### config.mk
export PLATFORM = sky130hd
export DESIGN_NAME = dac_serial_frame_port
export DESIGN_NICKNAME = d
export VERILOG_FILES = /design/src/shared/dac_serial_frame_port_pkg.sv /design/src/hdl/pin_sync.sv /design/src/hdl/dac_serial_frame_port.sv
export VERILOG_INCLUDE_DIRS = /design/src /design/src/shared
export SDC_FILE = /design/constraint.sdc
export NUM_CORES = 1
export LEC_CHECK = 0
export ABC_AREA = 1
export BUFFER_PORTS_ARGS = -buffer_cell sky130_fd_sc_hd__buf_4
export CAP_MARGIN = 10
export CORE_MARGIN = 1.5
export CORE_UTILIZATION = 25
export CTS_BUF_LIST = sky130_fd_sc_hd__clkbuf_8
export DETAILED_ROUTE_END_ITERATION = 6
export PLACE_DENSITY = 0.48
export SYNTH_ARGS = -nofsm -noshare
export SYNTH_HDL_FRONTEND = slang
export SYNTH_SLANG_ARGS = --single-unit
export TNS_END_PERCENT = 20
### constraint.sdc
create_clock -name clk_sys -period 1.8 [get_ports clk_sys]
set_input_delay 0.36 -clock clk_sys [delete_from_list [all_inputs] [get_ports clk_sys]]
set_output_delay 0.36 -clock clk_sys [all_outputs]
set_load 0.01 [all_outputs]
### src/shared/dac_serial_frame_port_consts.svh
// Constants for the serial frame port of the multichannel converter
// What this block does
// - Serial data is taken into the input shift register on each of the first 24 falling serial clock edges after the strobe falls.
// - A falling frame strobe enables the clock and data input path and arms the shift register.
// - After the strobe falls, 24 falling clock edges each carry one bit of the frame.
// - A strobe that rises before the 24th falling edge aborts the frame and it is discarded.
// - The input shift register is exactly 24 bits wide.
// - In readback or chain mode the serial output is updated on each rising serial clock edge while the strobe is low.
// - While the reset input is low all state returns to its power-on values.
// - After reset returns high the port is ready for a new frame.
// - An unconnected reset input reads as high because of a weak pull-up.
// - Register commands choose whether each of the two dither inputs is added to the outputs.
`ifndef DAC_SERIAL_FRAME_PORT_CONSTS_SVH
`define DAC_SERIAL_FRAME_PORT_CONSTS_SVH

//------------------------------------------------------------
// Frame layout
//------------------------------------------------------------
`define FRAME_BITS 24
`define FRAME_MSB 23
`define CNT_W 5
`define CMD_MSB 23
`define CMD_LSB 20
`define DATA_MSB 15
`define DITHER_EN_BIT0 0
`define DITHER_EN_BIT1 1

//------------------------------------------------------------
// Command codes and reset values
//------------------------------------------------------------
`define CMD_DITHER 4'h8
`define CMD_READBACK 4'h9
`define CMD_CHAIN 4'hA
`define CMD_NORMAL 4'hB
`define FRAME_RST 24'h000000
`define DITHER_RST 2'h0

`endif

### src/shared/dac_serial_frame_port_pkg.sv
// Types for the serial frame port
package dac_serial_frame_port_pkg;
    typedef enum logic [1:0] {
        ST_IDLE = 2'b00,
        ST_SHIFT = 2'b01,
        ST_DONE = 2'b10
    } frame_state_t;

    typedef enum logic [1:0] {
        OUT_OFF = 2'b00,
        OUT_READBACK = 2'b01,
        OUT_CHAIN = 2'b10
    } out_mode_t;
endpackage

### src/hdl/pin_sync.sv
// Two-stage synchroniser with edge detection for one outside pin
`timescale 1ns/1ns
module pin_sync #(
    parameter logic RESET_LEVEL = 1'b0
) (
    // Clock and reset
    input wire logic clk_sys,
    input wire logic rstn,
    // Pin and results
    input wire logic pinIn,
    output logic level,
    output logic rise,
    output logic fall
);
    logic meta_ff;
    logic sync_ff;
    logic prev_ff;
    logic nxt_meta;
    logic nxt_sync;
    logic nxt_prev;

    // Next values of the synchroniser chain
    always_comb begin
        nxt_meta = pinIn;
        nxt_sync = meta_ff;
        nxt_prev = sync_ff;
    end

    // Register chain
    always_ff @(posedge clk_sys or negedge rstn) begin
        if (!rstn) begin
            meta_ff <= RESET_LEVEL;
            sync_ff <= RESET_LEVEL;
            prev_ff <= RESET_LEVEL;
        end else begin
            meta_ff <= nxt_meta;
            sync_ff <= nxt_sync;
            prev_ff <= nxt_prev;
        end
    end

    // Edges from the second and third stages only
    assign level = sync_ff;
    assign rise = sync_ff & ~prev_ff;
    assign fall = ~sync_ff & prev_ff;
endmodule

### src/hdl/dac_serial_frame_port.sv
// Serial frame port: 24-bit shift in, abort detection, readback and chain output
`timescale 1ns/1ns
`include "dac_serial_frame_port_consts.svh"
module dac_serial_frame_port #(
    parameter int FRAME_BITS = `FRAME_BITS
) (
    // Clock and reset
    input wire logic clk_sys,
    input wire logic rstn,
    // Serial pins
    input wire logic frameSyncN,
    input wire logic serialClk,
    input wire logic serial_data_in,
    output logic serial_data_out,
    // Dither inputs
    input wire logic dither_input_0,
    input wire logic dither_input_1,
    // Results towards converter core
    output logic [FRAME_BITS-1:0] frameWord,
    output logic frameValid,
    output logic [1:0] ditherEnable,
    output logic [1:0] ditherActive,
    output logic frameAbort
);
    // Elaboration check: the frame layout is fixed at 24 bits
    if (FRAME_BITS != `FRAME_BITS) begin : g_bad_width
        $error("Frame width must be 24");
    end

    //------------------------------------------------------------
    // Pin synchronisers
    //------------------------------------------------------------
    logic syncLvl;
    logic syncRise;
    logic syncFall;
    logic sclkLvl;
    logic sclkRise;
    logic sclkFall;
    logic sdiLvl;
    logic d0Lvl;
    logic d1Lvl;

    // pull-up: strobe idles high, reset pin defaults high outside
    pin_sync #(.RESET_LEVEL(1'b1)) u_sync (
        .clk_sys(clk_sys), .rstn(rstn), .pinIn(frameSyncN),
        .level(syncLvl), .rise(syncRise), .fall(syncFall)
    );
    pin_sync #(.RESET_LEVEL(1'b0)) u_sclk (
        .clk_sys(clk_sys), .rstn(rstn), .pinIn(serialClk),
        .level(sclkLvl), .rise(sclkRise), .fall(sclkFall)
    );
    pin_sync #(.RESET_LEVEL(1'b0)) u_sdi (
        .clk_sys(clk_sys), .rstn(rstn), .pinIn(serial_data_in),
        .level(sdiLvl), .rise(), .fall()
    );
    pin_sync #(.RESET_LEVEL(1'b0)) u_d0 (
        .clk_sys(clk_sys), .rstn(rstn), .pinIn(dither_input_0),
        .level(d0Lvl), .rise(), .fall()
    );
    pin_sync #(.RESET_LEVEL(1'b0)) u_d1 (
        .clk_sys(clk_sys), .rstn(rstn), .pinIn(dither_input_1),
        .level(d1Lvl), .rise(), .fall()
    );

    //------------------------------------------------------------
    // Frame state
    //------------------------------------------------------------
    dac_serial_frame_port_pkg::frame_state_t state_ff;
    dac_serial_frame_port_pkg::frame_state_t nxt_state;
    dac_serial_frame_port_pkg::out_mode_t mode_ff;
    dac_serial_frame_port_pkg::out_mode_t nxt_mode;
    logic [FRAME_BITS-1:0] shift_ff;
    logic [FRAME_BITS-1:0] nxt_shift;
    logic [FRAME_BITS-1:0] out_ff;
    logic [FRAME_BITS-1:0] nxt_out;
    logic [`CNT_W-1:0] cnt_ff;
    logic [`CNT_W-1:0] nxt_cnt;
    logic [FRAME_BITS-1:0] word_ff;
    logic [FRAME_BITS-1:0] nxt_word;
    logic valid_ff;
    logic nxt_valid;
    logic abort_ff;
    logic nxt_abort;
    logic [1:0] dith_ff;
    logic [1:0] nxt_dith;
    logic sdo_ff;
    logic nxt_sdo;

    // Command field of a finished frame
    function automatic logic [3:0] cmd_of(input logic [FRAME_BITS-1:0] w);
        cmd_of = w[`CMD_MSB:`CMD_LSB];
    endfunction

    // Next values of the frame engine
    always_comb begin
        nxt_state = state_ff;
        nxt_mode = mode_ff;
        nxt_shift = shift_ff;
        nxt_out = out_ff;
        nxt_cnt = cnt_ff;
        nxt_word = word_ff;
        nxt_valid = 1'b0;
        nxt_abort = 1'b0;
        nxt_dith = dith_ff;
        nxt_sdo = sdo_ff;
        case (state_ff)
            dac_serial_frame_port_pkg::ST_IDLE: begin
                if (syncFall) begin
                    nxt_state = dac_serial_frame_port_pkg::ST_SHIFT;
                    nxt_cnt = '0;
                    nxt_shift = `FRAME_RST;
                end
            end
            dac_serial_frame_port_pkg::ST_SHIFT: begin
                if (syncRise) begin
                    nxt_state = dac_serial_frame_port_pkg::ST_IDLE;
                    nxt_abort = 1'b1;
                end else if (sclkFall) begin
                    // one bit per falling edge, MSB first
                    nxt_shift = {shift_ff[FRAME_BITS-2:0], sdiLvl};
                    nxt_cnt = cnt_ff + `CNT_W'(1);
                    if (cnt_ff == `CNT_W'(`FRAME_BITS - 1)) begin
                        nxt_state = dac_serial_frame_port_pkg::ST_DONE;
                    end
                end else if (sclkRise && mode_ff != dac_serial_frame_port_pkg::OUT_OFF) begin
                    nxt_sdo = out_ff[`FRAME_MSB];
                    nxt_out = {out_ff[FRAME_BITS-2:0], 1'b0};
                end
            end
            dac_serial_frame_port_pkg::ST_DONE: begin
                // Frame acts only when the strobe closes it
                if (syncRise) begin
                    nxt_state = dac_serial_frame_port_pkg::ST_IDLE;
                    nxt_word = shift_ff;
                    nxt_valid = 1'b1;
                    // Chain mode passes the frame onward next time
                    nxt_out = shift_ff;
                    case (cmd_of(shift_ff))
                        `CMD_DITHER: begin
                            nxt_dith = {shift_ff[`DITHER_EN_BIT1], shift_ff[`DITHER_EN_BIT0]};
                        end
                        `CMD_READBACK: begin
                            nxt_mode = dac_serial_frame_port_pkg::OUT_READBACK;
                            nxt_out = word_ff;
                        end
                        `CMD_CHAIN: nxt_mode = dac_serial_frame_port_pkg::OUT_CHAIN;
                        `CMD_NORMAL: nxt_mode = dac_serial_frame_port_pkg::OUT_OFF;
                        default: ;
                    endcase
                end else if (sclkRise && mode_ff != dac_serial_frame_port_pkg::OUT_OFF) begin
                    nxt_sdo = out_ff[`FRAME_MSB];
                    nxt_out = {out_ff[FRAME_BITS-2:0], 1'b0};
                end
            end
            default: nxt_state = dac_serial_frame_port_pkg::ST_IDLE;
        endcase
        if (mode_ff == dac_serial_frame_port_pkg::OUT_OFF) begin
            nxt_sdo = 1'b0;
        end
    end

    always_ff @(posedge clk_sys or negedge rstn) begin
        if (!rstn) begin
            state_ff <= dac_serial_frame_port_pkg::ST_IDLE;
            mode_ff <= dac_serial_frame_port_pkg::OUT_OFF;
            shift_ff <= `FRAME_RST;
            out_ff <= `FRAME_RST;
            cnt_ff <= '0;
            word_ff <= `FRAME_RST;
            valid_ff <= 1'b0;
            abort_ff <= 1'b0;
            dith_ff <= `DITHER_RST;
            sdo_ff <= 1'b0;
        end else begin
            state_ff <= nxt_state;
            mode_ff <= nxt_mode;
            shift_ff <= nxt_shift;
            out_ff <= nxt_out;
            cnt_ff <= nxt_cnt;
            word_ff <= nxt_word;
            valid_ff <= nxt_valid;
            abort_ff <= nxt_abort;
            dith_ff <= nxt_dith;
            sdo_ff <= nxt_sdo;
        end
    end

    //------------------------------------------------------------
    // Outputs
    //------------------------------------------------------------
    assign serial_data_out = sdo_ff;
    assign frameWord = word_ff;
    assign frameValid = valid_ff;
    assign frameAbort = abort_ff;
    assign ditherEnable = dith_ff;
    assign ditherActive = dith_ff & {d1Lvl, d0Lvl};
    // Strobe level is otherwise unused beyond edge detection
    logic unusedLvl;
    assign unusedLvl = syncLvl ^ sclkLvl;
endmodule

==> impl_metrics.py <==
metrics = {
    "placed_design": {
        "hpwl_mm": 6.82,
        "dp.cells": 795,
        "gp_congestion": 0.780,
        "io_buffers": 37,
    },
    "sta": {
        "final-setup-viol-count": 0,
        "tns_ns": 0,
        "rsz0062_at_grt": "true",
        "finalCritPeriodShare_pct": 93.2,
        "maxSlewHeadroom_pct": 71.4,
        "drv_slew": 0,
        "period_needed_ns": 1.68,
        "max_freq_ghz": 0.596,
        "worst-slew-pin-transition_ns": 0.429,
        "skew_ns": 0.00897,
        "final-hold-violation-count": 0,
    },
    "synthesis": {
        "synth_top_area_share_pct": 54.9,
        "yosysUniqueCellTypes": 24,
        "ys_ff_latch": 98,
        "yosys-top-cells-area": "dfrtp_1 55%, nand2_1 23%, o21ai_0 4.0%, inv_1 3.6%, nand3_1 3.5%",
        "synth_area_mm2": 0.00433,
        "yosys.area.top_type": "dfrtp_1",
        "yosysWarnings": 0,
        "yosysSeqAreaShare_pct": 56.7,
        "avgSynthCellArea_um2": 7.96,
        "syn_nets": 552,
        "postSynthCellCount": 544,
    },
    "setup_path": {
        "path_max_fanout": 16,
        "start_kind": "register",
        "critPathRequiredTime_ns": 2.07,
        "crit_arrival_ns": 1.94,
        "path_class": "reg -> reg",
        "crit_path_end_kind": "register",
    },
    "clock_tree": {
        "cts.sinks": 98,
        "htreeDepth": 3,
        "cts_buffers": 9,
        "cts.clk_slew.worst_paths_ns": 0.09,
        "insertion_delay_ns": 0.37,
        "cts_buffer_depth": 2,
        "cts_tree": "done",
        "cts-root-buf": "clkbuf_8",
    },
    "power": {
        "p_total_w": 0.00506,
        "ir_worst_vdd_uv": 393,
        "p_per_area_mw_per_mm2": 987,
        "leakagePower_nw": 2.74,
    },
    "global_routing": {
        "grt_pass1_wl_mm": 17.3,
        "grt_antenna_before_repair": 0,
        "grt_pass1_vias": 3477,
        "grt-ovfl-total": 0,
        "grtUsageTotal_pct": 12.1,
        "grt_max_degree": 35,
    },
    "drt": {
        "firstDrtPassIters": 4,
        "drc": 0,
        "routedWlPerCell_um": 12.2,
        "ant_nets": 0,
        "via_count": 3399,
        "drt_wl_total_mm": 9.88,
        "vias_per_cell": 4.19,
        "drtIter0Drc": 161,
    },
    "floorplanning": {
        "design.core.area_mm2": 0.0168,
        "die_h_um": 135,
        "initial_core_util_pct": 25.8,
        "dieWidth_um": 135,
        "num_rows": 47,
        "die_area_mm2": 0.0181,
        "io_pins": 38,
    },
    "finish": {
        "post-route-util_pct": 30.6,
        "fin_cells": 811,
        "area_delta_synth_final_pct": 18.4,
        "fill_cells": 1800,
        "antenna_cells": 0,
        "drive_above_1_share_pct": 13.4,
        "fin_nets": 595,
    },
    "run": {
        "max_cap_viol_count": 0,
    },
    "hold_path": {
        "hp-class": "in -> reg",
    },
    "run_status": {
        "outcome": "complete, no violations",
    },
}
## per-stage QoR
step	cell area, µm²	hold slack [ns]	worst slack, ns
finish	5130	0.0900	0.123
floorplan	4330	0.0644	0.290
detailed placement	4920	0.333	0.0955
global route	5130	0.0543	-0.0497
CTS	5120	0.0621	0.0207
global placement	4920	0.334	0.127
## layout make-up
cell class	instances	area [µm²]	share of cell area, %
inverters	44	168	3.27
multi-input cells	381	1590	31.0
repair buffers	53	454	8.86
clock buffers	10	138	2.68
clock inverters	5	47.5	0.927
flip-flops and latches	98	2460	47.9
well taps	220	275	5.37
## cells in the final DEF (no fill, tap or decap), drive strengths merged
master and instances:
nand3 30, nand4 1, buf 52, dlygate4sd3 1
clkbuf 10, xor2 1, dfrtp 95, o211ai 1
nor2 27, nand2 271, o21ai 42, bufinv 1
xnor2 1, inv 46, clkinv 2, dfstp 3
ha 1, nor3 2, a21oi 4
## layer usage
layer / share of wire, % / global-route usage (%) / up-vias
met5: 0 / 0 / -
met3: 4.4 / 3.87 / 6
met4: 1.0 / 3.82 / 0
met2: 45 / 18.4 / 48
li1: - / - / 1752
met1: 49 / 16.3 / 1593
## cell families (layout without fill, tap and decap cells)
| group | count (synthesis) | after routing | synth area share, % |
|---|---|---|---|
| AO/OA/AOI/OAI | 47 | 47 | 5.49 |
| XOR/XNOR | 2 | 2 | 0.405 |
| flip-flops | 98 | 98 | 56.7 |
| AND/OR/NAND/NOR | 331 | 331 | 30.4 |
| buffers and inverters | 65 | 112 | 6.67 |
| adder cells (fa/ha/maj) | 1 | 1 | 0.289 |
## sequential cells by signal (all words and copies together) (netlist names), 2 cells and up
name	count
frameWord	24
state_ff	2
mode_ff	2
cnt_ff	5
ditherEnable	2
out_ff	24
shift_ff	24
## critical path: stages (launching register included)
cell     delay, ns
dfrtp_1       0.43
inv_1         0.13
nand2_1       0.13
nor2_2        0.20
nand2_2       0.13
nand2_4       0.10
buf_4         0.22
nand2_1       0.07
nor2_1        0.11
nor2_1        0.05
## worst paths after layout
check	startpoint	endpoint	slack (ns)	depth (start not counted)
setup / recovery	state_ff[1]	out_ff[20]	0.12	9
hold / removal	dither_input_0	u_d0.meta_ff	0.09	1
setup reg to reg	state_ff[1]	out_ff[20]	0.12	9
hold reg to reg	u_sclk.meta_ff	u_sclk.level	0.35	0
max in group asynchronous	rstn	out_ff[9]	0.76	3
min in group asynchronous	rstn	cnt_ff[3]	0.47	2
## synth_stat cells
| master | instances |
|---|---|
| dfstp_2 | 3 |
| buf_2 | 12 |
| buf_4 | 4 |
| xnor2_1 | 1 |
| nand2_4 | 1 |
| inv_1 | 42 |
| nor2_1 | 24 |
| o21ai_0 | 35 |
| nor2_2 | 1 |
| a21oi_1 | 4 |
| nand3_1 | 30 |
| clkbuf_1 | 3 |
| nand4_1 | 1 |
| dfrtp_1 | 95 |
| nor2_4 | 2 |
| nand2_1 | 267 |
| nor3_1 | 2 |
| xor2_1 | 1 |
| o21ai_1 | 7 |
| inv_2 | 2 |
| ha_1 | 1 |
| buf_6 | 2 |
| nand2_2 | 3 |
| o211ai_1 | 1 |
## where the power goes
part	internal (W)	leakage (nW)	switching, W
clock network	0.000659	0.105	0.000747
registers	0.00241	1.32	0.000150
logic	0.000347	1.31	0.000755
total	0.00341	2.74	0.00165
## repair_timing
action | in CTS | in global routing
hold endpoints to repair | 24 | 0
hold buffers | 1 | 0
endpoints found under the setup margin | 0 | 33
resized for setup | 0 | 6
setup buffers | 0 | 0
(Power assumes the default switching activity.)
